### src/include/onoff_pkg.sv
// Package with constants and carriers for the on/off cycle controller
package onoff_pkg;
	// Clock and timing
	localparam int unsigned CLK_HZ = 40000000;
	localparam int unsigned RATE_LOW_HZ = 44000;
	localparam int unsigned RATE_HIGH_HZ = 130000;
	localparam int unsigned MAX_ON_PCT = 67;
	localparam int unsigned PCT_FULL = 100;
	localparam int unsigned BLANK_NS = 200;
	localparam int unsigned CLK_PERIOD_NS = 25;
	localparam int unsigned BLANK_CYC = (BLANK_NS + CLK_PERIOD_NS - 1) / CLK_PERIOD_NS;
	// Cycle lengths in clocks (longest time rounds down)
	localparam int unsigned PERIOD_LOW_CYC = CLK_HZ / RATE_LOW_HZ;
	localparam int unsigned PERIOD_HIGH_CYC = CLK_HZ / RATE_HIGH_HZ;
	localparam int CNT_W = 11;
	localparam logic [CNT_W-1:0] CNT_ZERO = 11'h000;
	localparam logic [CNT_W-1:0] CNT_ONE = 11'h001;

	// Controller states, one-hot
	typedef enum logic [2:0] {
		ST_IDLE = 3'b001,
		ST_ON = 3'b010,
		ST_OFF = 3'b100
	} phase_e;

	// Status inputs from the analog side
	typedef struct packed {
		logic feedback_gate;
		logic current_limit;
		logic over_temp;
		logic supply_ok;
	} sense_s;

	// Outputs toward the switch and observers
	typedef struct packed {
		logic switch_on;
		logic cycle_start;
		logic max_on_active;
		logic skipping;
	} drive_s;
endpackage : onoff_pkg

### src/hdl/cycle_osc.sv
// Free-running oscillator producing cycle starts and the max-on window
`timescale 1ns/1ps
`default_nettype none
module cycle_osc
	import onoff_pkg::*;
#(
	parameter bit HIGH_RATE = 1'b0
)
(
	// Clock and reset
	input wire logic sys_clk_i,
	input wire logic arst_n_i,
	// Control
	input wire logic skip_fast_i,
	// Timing outputs
	output logic start_o,
	output logic max_on_o
);
	typedef struct packed {
		logic [CNT_W-1:0] cnt;
	} osc_s;

	localparam logic [CNT_W-1:0] PER_FULL =
		CNT_W'(HIGH_RATE ? PERIOD_HIGH_CYC : PERIOD_LOW_CYC);
	localparam logic [CNT_W-1:0] ON_FULL = CNT_W'((int'(PER_FULL) * MAX_ON_PCT) / PCT_FULL);

	osc_s st_q;
	osc_s st_d;
	logic [CNT_W-1:0] per;
	logic [CNT_W-1:0] on_len;

	// Doubled rate while skipping on the low-rate build only
	always_comb
	begin
		per = (skip_fast_i && !HIGH_RATE) ? (PER_FULL >> 1) : PER_FULL;
		on_len = (skip_fast_i && !HIGH_RATE) ? (ON_FULL >> 1) : ON_FULL;
		st_d = st_q;
		// Never halts, so cycle starts keep coming even when skipping
		if (st_q.cnt >= per - CNT_ONE)
			st_d.cnt = CNT_ZERO;
		else
			st_d.cnt = st_q.cnt + CNT_ONE;
		start_o = (st_q.cnt == CNT_ZERO);
		max_on_o = (st_q.cnt < on_len);
	end

	// State register
	always_ff @(posedge sys_clk_i or negedge arst_n_i)
	begin
		if (!arst_n_i)
			st_q <= '0;
		else
			st_q <= st_d;
	end
endmodule // cycle_osc
`default_nettype wire

### src/hdl/onoff_switch_ctrl.sv
// Top of the on/off cycle-skipping switch controller
// Summary of operation
// - Feedback gate sampled once at each cycle start; that sample decides.
// - A started switching cycle always completes regardless of feedback changes.
// - High sample switches the cycle; low sample skips and resamples next start.
// - Oscillator runs continuously, switching or skipping.
// - On-pulse ends when current limit is reached.
// - With supply too low the switch stays off, no glitches.
// - Max-on window about 67 percent; on-pulse ends by its end.
// - Skipping doubles the rate on 44 kHz builds; 130 kHz unchanged.
// - Current limit ignored for a blanking interval after turn-on.
// - Over-temperature disables switching until it clears.
`timescale 1ns/1ps
`default_nettype none
module onoff_switch_ctrl
	import onoff_pkg::*;
#(
	parameter bit HIGH_RATE = 1'b0,
	parameter int unsigned BLANK_CYCLES = BLANK_CYC
)
(
	// Clock and reset
	input wire logic sys_clk_i,
	input wire logic arst_n_i,
	// Sense inputs
	input wire onoff_pkg::sense_s sense_i,
	// Drive outputs
	output onoff_pkg::drive_s drive_o
);
	import onoff_pkg::*;

	typedef struct packed {
		phase_e phase;
		logic [CNT_W-1:0] blank;
		logic skipped;
		drive_s drv;
	} ctrl_s;

	localparam logic [CNT_W-1:0] BLANK_LEN = CNT_W'(BLANK_CYCLES);

	ctrl_s st_q;
	ctrl_s st_d;
	logic start;
	logic max_on;
	logic allow;

	// Oscillator; rate doubles during skipped cycles on the low-rate build only
	cycle_osc #(
		.HIGH_RATE(HIGH_RATE)
	) u_osc (
		.sys_clk_i(sys_clk_i),
		.arst_n_i(arst_n_i),
		.skip_fast_i(st_q.skipped),
		.start_o(start),
		.max_on_o(max_on)
	);

	// Next-state logic
	always_comb
	begin
		st_d = st_q;
		// Low supply or hot die gates turn-on and forces off mid-pulse
		allow = sense_i.supply_ok && !sense_i.over_temp;
		st_d.drv.cycle_start = start;
		st_d.drv.max_on_active = max_on;
		case (st_q.phase)
			ST_IDLE, ST_OFF:
			begin
				st_d.drv.switch_on = 1'b0;
				if (start)
				begin
					// Only this one sample of the gate counts for the cycle
					if (sense_i.feedback_gate && allow)
					begin
						st_d.phase = ST_ON;
						st_d.drv.switch_on = 1'b1;
						st_d.blank = BLANK_LEN;
						st_d.skipped = 1'b0;
					end
					else
					begin
						st_d.phase = ST_OFF;
						st_d.skipped = sense_i.feedback_gate ? 1'b0 : 1'b1;
					end
				end
			end
			ST_ON:
			begin
				// Gate input not looked at here: cycle runs to its end
				if (st_q.blank != CNT_ZERO)
					st_d.blank = st_q.blank - CNT_ONE;
				if (!allow)
				begin
					st_d.phase = ST_OFF;
					st_d.drv.switch_on = 1'b0;
				end
				else if (sense_i.current_limit && st_q.blank == CNT_ZERO)
				begin
					st_d.phase = ST_OFF;
					st_d.drv.switch_on = 1'b0;
				end
				else if (!max_on)
				begin
					st_d.phase = ST_OFF;
					st_d.drv.switch_on = 1'b0;
				end
			end
			default:
			begin
				st_d.phase = ST_IDLE;
				st_d.drv.switch_on = 1'b0;
			end
		endcase
		st_d.drv.skipping = st_d.skipped;
	end

	// State register; switch is off from reset
	always_ff @(posedge sys_clk_i or negedge arst_n_i)
	begin
		if (!arst_n_i)
		begin
			st_q.phase <= ST_IDLE;
			st_q.blank <= CNT_ZERO;
			st_q.skipped <= 1'b0;
			st_q.drv <= '0;
		end
		else
			st_q <= st_d;
	end

	assign drive_o = st_q.drv;
endmodule // onoff_switch_ctrl
`default_nettype wire

### config.mk
export PLATFORM = sky130hd
export DESIGN_NAME = onoff_switch_ctrl
export DESIGN_NICKNAME = d
export VERILOG_FILES = /design/src/include/onoff_pkg.sv /design/src/hdl/cycle_osc.sv /design/src/hdl/onoff_switch_ctrl.sv
export SDC_FILE = /design/constraint.sdc
export NUM_CORES = 1
export LEC_CHECK = 0
export BUFFER_PORTS_ARGS = -buffer_cell sky130_fd_sc_hd__buf_2
export CORE_MARGIN = 1.5
export CORE_UTILIZATION = 50
export CTS_CLUSTER_SIZE = 20
export DETAILED_ROUTE_END_ITERATION = 8
export PLACE_DENSITY = 0.65
export SLEW_MARGIN = 20
export SYNTH_ARGS = -nofsm -noshare
export SYNTH_HDL_FRONTEND = slang
export SYNTH_SLANG_ARGS = --single-unit
### constraint.sdc
create_clock -name sys_clk_i -period 2.21 [get_ports sys_clk_i]
set_clock_uncertainty 0.05 [all_clocks]
set_input_delay 0.1105 -clock sys_clk_i [delete_from_list [all_inputs] [get_ports sys_clk_i]]
set_output_delay 0.1105 -clock sys_clk_i [all_outputs]
set_load 0.02 [all_outputs]
# Word-level counts from Yosys, hierarchy flattened
# Index checks and enable logic that the tools add are counted.
# totals
register_bits,29
in_bits,6
wordCells,50
# classes
add_sub_neg,3
n_lt_le_gt_ge,2
eq_ne,7
muxes,19
reduce_logical,12
# ops
cell,n
two-way mux 11 bit,3
zero test 11 bit,2
one-hot mux 11 bit (2 select lines),1
subtractor 11 x 1 -> 11 bit (second input constant),2
two-way mux 10 bit,2
two-way mux 16 bit,1
two-way mux 3 bit,4
adder 11 x 1 -> 11 bit (second input constant),1
>= comparator 11 bit,1
less-than comparator 11 bit,1
nonzero test 11 bit,1
two-way mux 1 bit,6
!= test 2 bit (second input constant),3
one-hot mux 3 bit (2 select lines),1
!= test 4 bit (second input constant),1
AND reduction 2 bit,2
AND reduction 4 bit,1
equality test 3 x 1 -> 1 bit (second input constant),1
equality test 3 x 2 -> 1 bit (second input constant),1
equality test 3 bit (second input constant),1
logical AND 1 bit,3
one-hot mux 1 bit (2 select lines),1
nonzero test 2 bit,1
OR reduction 2 bit,1
zero test 1 bit,1

# Logic depth before layout (Yosys ltp)
# Gate-level depths: netlist (run 1).
# depth
ltp_word,6
depth_mapped,8
ltp_nobuf,7

# Modules after synthesis
# Synthesis (run 1) repeated with hierarchy kept, for this count alone.
# unflattened
hier_cells,172
area_unflattened_um2,1719.1
# by_module_without_submodules
module,instances,cells_each,area_per_inst_um2,seq_area_each_um2
onoff_switch_ctrl,1,90,933.4,451.7
cycle_osc,1,82,785.8,275.3

# Worst setup path before layout (run 1)
# OpenSTA, ideal clock, no wires.
# synth_path
kind,flip-flop to flip-flop
from,register u_osc.st_q[0] in the netlist's numbering
to,register st_q[8] in the netlist's numbering
setup_time_ns,0.132
arrival_time_ns,1.567
required_time_ns,2.028
path_slack_ns,0.460
path_stages_with_launch,9
path_buffers,1
period_less_slack_ns,1.750
path_cell_list,dfrtp_1 inv_1 ha_1 nor4b_1 nand3_1 inv_1 and2_1 buf_4 o32ai_1
# synth_lines
item,line,text
start: declaration,cycle_osc.sv:27,osc_s st_q;
start signal: assignment,cycle_osc.sv:53,st_q <= st_d;
end signal: assignment,onoff_switch_ctrl.sv:128,st_q <= st_d;
end: declaration,onoff_switch_ctrl.sv:41,ctrl_s st_q;

==> results of run 1 <==
[per-stage QoR]
step / util / instances
6_report: 0.581 / 242
3_5_place_dp: 0.550 / 232
4_1_cts: 0.581 / 242
2_1_floorplan: - / 186
5_1_grt: 0.581 / 242
3_3_place_gp: 0.550 / 232
[power breakdown]
part	internal [mW]	switching [mW]	total, mW
registers	0.530	0	0.530
logic	0.00725	0.0143	0.0216
clock network	0.270	0.197	0.467
[cells in the final DEF (no fill, tap or decap), drive strengths merged, types with 3 or more instances in the layout]
| master | n |
|---|---|
| a21oi | 9 |
| a31oi | 3 |
| buf | 12 |
| clkbuf | 7 |
| dfrtp | 28 |
| ha | 12 |
| inv | 12 |
| nand2 | 4 |
| nand3 | 8 |
| nand3b | 8 |
| nand4 | 4 |
| nor2 | 19 |
| nor2b | 3 |
| nor3 | 6 |
| nor4 | 3 |
| o21ai | 5 |
| o31ai | 4 |
| or3 | 4 |
| or4 | 4 |
| xor2 | 8 |
[synthesized netlist by cell type (4+ instances only)]
| cell type | n | area share |
|---|---|---|
| a21oi_1 | 9 | 0.025 |
| or3_1 | 4 | 0.014 |
| nor2_1 | 18 | 0.037 |
| buf_4 | 5 | 0.021 |
| nand4_1 | 4 | 0.014 |
| dfrtp_1 | 28 | 0.38 |
| nor3_1 | 6 | 0.016 |
| nand3b_1 | 8 | 0.033 |
| nand2_1 | 4 | 0.0082 |
| ha_1 | 12 | 0.082 |
| o21ai_0 | 5 | 0.014 |
| xor2_1 | 8 | 0.038 |
| nand3_1 | 7 | 0.019 |
| buf_2 | 6 | 0.016 |
| inv_1 | 12 | 0.025 |
| o31ai_1 | 4 | 0.016 |
[layer usage]
metal,global-route usage,share of wire
met4,0.0625,0.0032
met5,0,0
met1,0.326,0.50
met3,0.0589,0.075
met2,0.271,0.42
[final cells by class]
class,instances,area share
Inverter,12,0.0227
Clock buffer,7,0.0277
Timing Repair Buffer,14,0.0441
Tap cell,46,0.0290
Clock inverter,1,0.0151
Multi-Input combinational cell,133,0.495
Sequential cell,29,0.366
[state kept, by name (all words and copies together), names as in the netlist]
register,cells
st_q,14
drive_o,4
u_osc.st_q,11
[worst paths after layout]
kind / startpoint / cells after the start / to
max: u_osc.st_q[0] / 8 / st_q[9]
min: sense_i[2] / 3 / st_q[17]
max reg2reg: u_osc.st_q[0] / 8 / st_q[9]
min reg2reg: u_osc.st_q[0] / 1 / u_osc.st_q[0]
max in group asynchronous: arst_n_i / 2 / u_osc.st_q[1]
min in group asynchronous: arst_n_i / 2 / st_q[18]
[critical path, stage by stage (launching register included)]
cell     delay (ns)
dfrtp_1        0.44
inv_1          0.13
ha_1           0.16
nor4b_1        0.36
nand3_1        0.21
inv_1          0.14
and2_1         0.21
buf_4          0.19
a21oi_1        0.05
[cells by family (layout without fill, tap and decap cells)]
| logic type | Yosys count | in the layout | share of synthesized area |
|---|---|---|---|
| flops | 29 | 29 | 0.398 |
| simple gates | 76 | 76 | 0.260 |
| buf+inv | 24 | 34 | 0.0637 |
| fa+ha+maj | 12 | 12 | 0.0822 |
| xor+xnor | 10 | 10 | 0.0480 |
| mux | 3 | 3 | 0.0171 |
| compound gates | 32 | 32 | 0.130 |
==> results.md, run 1 <==
* Setup Viol. Count Final at 0
* Final HPWL DP at 2720 microns
* Core area at 3420 sq um
* Critical Path End Type: flip-flop
* VDD IR max at 0.359 mV
* Area delta synth->final at 8.70%
* Type of the worst setup path: flip-flop to flip-flop
* Diode count at 0
* Htree depth at 2
* Post-synth ARST share at 1.00
* RSZ-0062 raised after global routing: no
* Crit path launch type: flip-flop
* Post-route setup TNS at 0 ns
* Mapped Area at 1830 sq um
* Register clock-pin slew on the reported worst setup and hold paths at 0.10 ns
* Initial antenna violation count at 0
* Clock root buffer: clkbuf_4
* Post-route cell area at 1980 sq um
* Max Cap Violations at 0
* Worst Path Max Fanout at 8
* Avg Synthesized Cell Area at 9.81 sq um
* Final hold violation count at 0
* Die H at 63.4 microns
* Power Total at 1.02 mW
* Worst relative slew slack at 0.550
* Cell Rows at 21
* Avg WL per Cell at 15.6 microns
* Sink Count at 29
* Pin slew with the least headroom to its limit at 0.668 ns
* Largest net degree at the start of global routing at 30
* GRT Resource Usage Total at 0.208
* Synth unique cells at 50
* DR vias/cell at 5.88
* Status: completed
* GR Overflow Total at 0
* Total CTS buffers at 5
* Clock Tree Buf Depth at 2
* Remaining DRCs at 0
* Final RePlAce weighted congestion at 0.903
* Cells after synthesis at 186
* Routed wire length at 3780 microns
* Setup Slack @ Placement at 0.202 ns
* Warnings, synthesis at 0
* Ports at 10
* Cts hold-fix bufs at 2
* R2R setup slack at 0.15 ns
* Sequential fraction of the synthesis area at 0.398
* Fin. max-slew vios at 0
* Die X at 63.4 microns
* Placed Area at 1880 sq um
* Min cycle time layout at 2.06 ns
* Port Buffers at 9
* Hold Path Class: input pin to flip-flop
* Syn_nets at 204
* Drt first pass iters at 5
* FMAX at 486 MHz
* DRT iter0 DRCs at 171
* Leak at 0.833 nW
* WP data arrival at 2.22 ns
* Layout cells sized above 1 at 0.153
* Multi-input logic area at 982 sq um
* CP Data Required Time at 2.37 ns
* Initial Util at 0.534
* CTS tree: built
* PnR worst setup slack at 0.151 ns
* Storage element area at 727 sq um
* Fin nets at 213
* Fin crit share at 0.932
* # resized after CTS at 0
* Yosys reg bits at 29
* Global-route wire length before repair at 6440 microns
* Ys flop type: dfrtp_1
* Post-CTS setup buffers at 0
* Pwr/cell area at 514 nW/um^2
* EDFF count, synth at 0
* Via count of the first global-routing pass at 1309
* Clk_lat worst skew at 0.33 ns
* Fillers at 300
* Vias post-DR at 1422
* Routed Antenna Nets at 0
* WHS at 0.122 ns
* Die area at 4020 sq um
No activity file was read; power rests on OpenSTA's default activity.
==> run 2, diff against run 1 <==
CORE_UTILIZATION = 60   (was 50)
PLACE_DENSITY = 0.77   (was 0.65)
==> run 2 against run 1 <==
Compared with the run above:
- the run now ends with design-rule violations left
- register-to-register slack gained 0.05 ns
- sequential share of layout area grew 0.63 points
- via count grew 1.7%
- cell area shrank 1.7%
- highest routed layer unchanged
- count of clock-buffer cells in the layout is the same
- hold slack lost 0.014 ns
- largest cell class unchanged
- largest power group unchanged
- first-iteration DRC count shrank 53%
- critical path depth shrank 2
==> results.md, run 2 (synthesis results as in run 1) <==
* Status: finished, violations left
* Failing checks: design-rule violations
* GRT Resource Usage Total at 0.238
* Final hold violation count at 0
* Port Buffers at 9
* VDD IR max at 0.328 mV
* Final HPWL DP at 2640 microns
* Clock Tree Buf Depth at 2
* Critical Path End Type: flip-flop
* Pwr/cell area at 477 nW/um^2
* Storage element area at 727 sq um
* Routed Antenna Nets at 0
* Area delta synth->final at 6.85%
* Max Cap Violations at 0
* Cell Rows at 19
* Type of the worst setup path: flip-flop to flip-flop
* Drt first pass iters at 7
* Crit path launch type: flip-flop
* R2R setup slack at 0.20 ns
* Min cycle time layout at 2.01 ns
* Vias post-DR at 1446
* Initial Util at 0.645
* Die area at 3380 sq um
* Fillers at 230
* Worst Path Max Fanout at 5
* Ports at 10
* Largest net degree at the start of global routing at 30
* Final RePlAce weighted congestion at 0.829
* Pin slew with the least headroom to its limit at 0.657 ns
* CP Data Required Time at 2.45 ns
* Post-layout util at 0.690
* Setup Slack @ Placement at 0.229 ns
* Most flops, register: st_q
* Fin crit share at 0.910
* Fin cells at 227
* Post-route setup TNS at 0 ns
* Worst Hold Launch: sense_i[2]
* RSZ-0062 raised after global routing: no
* Die X at 58.2 microns
* Remaining DRCs at 1
* Worst reg2reg startpoint: drive_o[0]
* Hold endpoint: st_q[17]
* Avg WL per Cell at 16.2 microns
* Cell family with most CP delay: compound AO/OA/AOI/OAI gates
* Commonest cells after routing, fill and taps aside: dfrtp_1 (28), nor2_1 (18), inv_1 (12), ha_1 (12)
* WP data arrival at 2.25 ns
* Core area at 2830 sq um
* Layout cells sized above 1 at 0.158
* Worst relative slew slack at 0.562
* Hold Path Class: input pin to flip-flop
* Diode count at 0
* Leak at 0.829 nW
* Multi-input logic area at 982 sq um
* Sink Count at 29
* Cells along the critical path: inv_1, ha_1, nor4b_1, o211ai_1, a2111oi_4, a31o_2
* R2R depth at 6
* PnR worst setup slack at 0.199 ns
* GR Overflow Total at 0
* Routed wire length at 3690 microns
* Register clock-pin slew on the reported worst setup and hold paths at 0.11 ns
* Fin nets at 213
* Die H at 58.2 microns
* Htree depth at 2
* Global-route wire length before repair at 6000 microns
* DRT iter0 DRCs at 81
* Placed instance count at 217
* Max FFs per register at 14
* CTS tree: built
* Critical-path cell with the highest stage delay: a2111oi_4
* Commonest non-fill, non-tap cell in the layout: dfrtp_1
* Delay of the slowest critical-path stage at 0.42 ns
* Total CTS buffers at 5
* Clock root buffer: clkbuf_4
* Via count of the first global-routing pass at 1289
* Buf/Inv on CP at 1
* Clk_lat worst skew at 0.34 ns
* Setup Viol. Count Final at 0
* Fin. max-slew vios at 0
* FMAX at 497 MHz
* Worst r2r dst: drive_o[3]
* Hold depth at 3
* Initial antenna violation count at 0
* DR vias/cell at 6.37
-- run 2: changes by cell type in the layout (fill, tap and decap cells not counted) --
| cell | change |
|---|---|
| clkbuf_8 | +1 |
| clkbuf_1 | -1 |
| bufinv_16 | -1 |
| clkinv_2 | +1 |
-- run 2: final cells by class --
type | count | area share
clock inverter | 1 | 0.00257
tap | 31 | 0.0199
multi-input combinational | 133 | 0.504
clock buffer | 7 | 0.0334
timing repair buffer | 14 | 0.0449
inverter | 12 | 0.0231
sequential | 29 | 0.373
-- run 2: what timing repair did --
item,4_1_cts,5_1_grt
gates resized for setup,0,0
endpoints found under the hold margin,29,0
hold buffers,2,0
setup buffers,0,0
-- run 2: worst reg2reg max path, stage by stage, from the launching register on --
cell       delay [ns]
dfrtp_1          0.40
inv_1            0.19
ha_1             0.18
nor4b_1          0.28
o211ai_1         0.22
a2111oi_4        0.42
a31o_2           0.23
-- run 2: power by group --
group,internal [mW],switching (mW)
registers,0.530,0
logic,0.00723,0.0141
clock network,0.184,0.194
total,0.722,0.209
-- run 2: routing by layer --
layer	share of wire	GRT usage	up-vias
met5	0	0	-
li1	-	-	689
met2	0.42	0.326	49
met4	0.0092	0.0831	0
met3	0.062	0.0670	4
met1	0.51	0.357	704
-- run 2: how the worst max path moves through the flow --
stage / to / depth (start not counted) / start
2_1_floorplan: st_q[8] / 8 / u_osc.st_q[0]
3_3_place_gp: st_q[18] / 6 / drive_o[0]
3_5_place_dp: st_q[18] / 6 / drive_o[0]
4_1_cts: st_q[9] / 8 / u_osc.st_q[0]
5_1_grt: st_q[9] / 8 / u_osc.st_q[0]
6_report: drive_o[3] / 6 / drive_o[0]
-- run 2: metrics by stage --
step           total power, mW  area (sq um)  hold WS [ns]
5_1_grt                  0.956          1950         0.106
3_3_place_gp             0.559          1860         0.113
6_report                 0.930          1950         0.108
2_1_floorplan            0.543          1830        -0.235
4_1_cts                  0.935          1950         0.101
3_5_place_dp             0.560          1860         0.124
==> run 3, diff against run 2 <==
ABC_AREA = 1   (was default)
PLACE_DENSITY = 0.76   (was 0.77)
==> run 3 against run 2 <==
Compared with the run above:
- the flow now finishes without violations
- sequential share of layout area down 2.1 points
- flip-flop and latch count stayed put
- global-route usage fell by 0.38 points
- non-clock buffer count is the same
- count of clock-buffer cells in the layout shrank 2
- critical path depth is 5 higher
- wire length is 2.6% lower
- synthesized area increased by 5.7%
- sequential power increased by 5.8%
==> results.md, run 3 <==
* EDFF count, synth at 0
* Ports at 10
* GRT Resource Usage Total at 0.234
* Sink Count at 29
* Worst Path Max Fanout at 7
* Die area at 3560 sq um
* Synth area leaders: dfrtp_1 (36%), nand2_1 (11%), ha_1 (7.8%)
* Avg WL per Cell at 11.7 microns
* DR vias/cell at 5.03
* VDD IR max at 0.287 mV
* Leak at 1.11 nW
* Warnings, synthesis at 0
* Remaining DRCs at 0
* R2R depth at 11
* Diode count at 0
* Max FFs per register at 14
* Most Used Layer, Global Route: met1
* Commonest non-fill, non-tap cell in the layout: nand2_1
* Vias post-DR at 1543
* Via count of the first global-routing pass at 1392
* Global-route wire length before repair at 6110 microns
* Hold Path Class: input pin to flip-flop
* Worst relative slew slack at 0.583
* Routed wire length at 3590 microns
* Clock root buffer: clkbuf_4
* Routed Antenna Nets at 0
* Most flops, register: st_q
* Layout cells sized above 1 at 0.160
* Synth top area share at 0.363
* Commonest cells after routing, fill and taps aside: nand2_1 (57), nor2_1 (39), dfrtp_1 (28)
* CTS tree: built
* Sequential fraction of the synthesis area at 0.377
* Pin slew with the least headroom to its limit at 0.626 ns
* Ys flop type: dfrtp_1
* Most common cell in the netlist: nand2_1
* Drt first pass iters at 4
* Clk_lat worst skew at 0.34 ns
* Yosys reg bits at 29
* Post-route setup TNS at 0 ns
* Max Cap Violations at 0
* Initial antenna violation count at 0
* Final RePlAce weighted congestion at 0.863
* R2R setup slack at 0.28 ns
* CP Data Required Time at 2.44 ns
* GR Overflow Total at 0
* WP data arrival at 2.16 ns
* Placed Area at 1990 sq um
* PnR worst setup slack at 0.282 ns
* Status: completed
* WHS at 0.0225 ns
* DRT iter0 DRCs at 88
* Synth unique cells at 33
* Crit path launch type: flip-flop
* GRT met2 Usage at 0.332
* M3 GR Usage at 0.0628
* Setup Slack @ Placement at 0.325 ns
* Synth top cells by count: nand2_1 (57), nor2_1 (39), dfrtp_1 (28), inv_1 (26), nand3_1 (21)
* Global routing usage on met1 at 0.336
* Die X at 59.7 microns
* Cell Rows at 20
* Core area at 3050 sq um
* Critical Path End Type: flip-flop
* Fin cells at 307
* RSZ-0062 raised after global routing: no
* Power Total at 991 uW
* Hold depth at 4
* FMAX at 519 MHz
* Clock Tree Buf Depth at 2
* Fin. max-slew vios at 0
* Cells after synthesis at 248
* Syn_nets at 266
* Post-route cell area at 2070 sq um
* Setup Viol. Count Final at 0
* Area delta synth->final at 7.07%
* Final HPWL DP at 2740 microns
* Post-layout util at 0.677
* Pwr/cell area at 480 nW/um^2
* Port Buffers at 9
* Largest net degree at the start of global routing at 30
* Htree depth at 2
* Type of the worst setup path: flip-flop to flip-flop
* Register clock-pin slew on the reported worst setup and hold paths at 0.11 ns
* Fin crit share at 0.873
* Mapped Area at 1930 sq um
* Min cycle time layout at 1.93 ns
* Final hold violation count at 0
* Post-synth ARST share at 1.00
* Die H at 59.7 microns
* Post-CTS setup buffers at 0
* Total CTS buffers at 5
* Placed instance count at 297
* Fin nets at 280
* Top cell type by total area after synthesis: dfrtp_1
* Avg Synthesized Cell Area at 7.78 sq um
* Initial Util at 0.632
run 3: cell count changes after synthesis, moves of 6 or more:
cell,delta
nand2_1,+53
nand3b_1,-6
inv_1,+14
o21ai_1,+7
nor2_1,+21
nand3_1,+14
a21oi_1,-6
run 3: kinds of logic (layout without fill, tap and decap cells):
family | after synthesis | in the layout | synth area share
and+or+nand+nor | 137 | 137 | 0.337
buffers and inverters | 41 | 56 | 0.0986
DFF | 29 | 29 | 0.377
AOI/OAI and AO/OA | 16 | 16 | 0.0506
xor gates and xnor gates | 13 | 13 | 0.0590
adders and majority gates | 12 | 12 | 0.0778
run 3: area by class of cell:
class / instances / area, sq um
Clock buffer: 5 / 37.5
Inverter: 34 / 129
Sequential cell: 29 / 727
Clock inverter: 3 / 17.5
Fill cell: 288 / 987
Multi-Input combinational cell: 178 / 1010
Timing Repair Buffer: 14 / 87.6
Tap cell: 44 / 55.1
run 3: path summary, 6_finish.rpt:
| path | startpoint | endpoint |
|---|---|---|
| worst min-delay path | sense_i[2] | drive_o[3] |
| worst max register to register | drive_o[0] | st_q[18] |
| min in group asynchronous | arst_n_i | u_osc.st_q[3] |
| worst min register to register | st_q[16] | st_q[16] |
| max in group asynchronous | arst_n_i | u_osc.st_q[5] |
| worst max-delay path | drive_o[0] | st_q[18] |
run 3: worst max-delay path, cell delays in order, from the launching register on:
cell	delay [ns]
dfrtp_1	0.52
inv_1	0.16
ha_1	0.31
nand2_1	0.07
nand2_1	0.05
a21oi_1	0.14
nand2_1	0.07
nor2_1	0.17
nand2_1	0.11
nand2_1	0.10
nand2_1	0.06
nand2_1	0.05
run 3: power by group:
part	switching (mW)	total [mW]	internal [mW]	leakage, nW
clock	0.201	0.321	0.120	0.0310
sequential	0.0104	0.561	0.550	0.371
combinational	0.0754	0.110	0.0341	0.713
run 3: what timing repair did:
item,4_1_cts,5_1_grt
endpoints found under the hold margin,29,0
hold buffers,2,0
gates resized for setup,0,0
run 3: layer usage:
metal	part of all wire	wire length, microns
met2	0.43	1530
met4	0.016	58
met1	0.51	1820
met5	0	0
met3	0.050	178
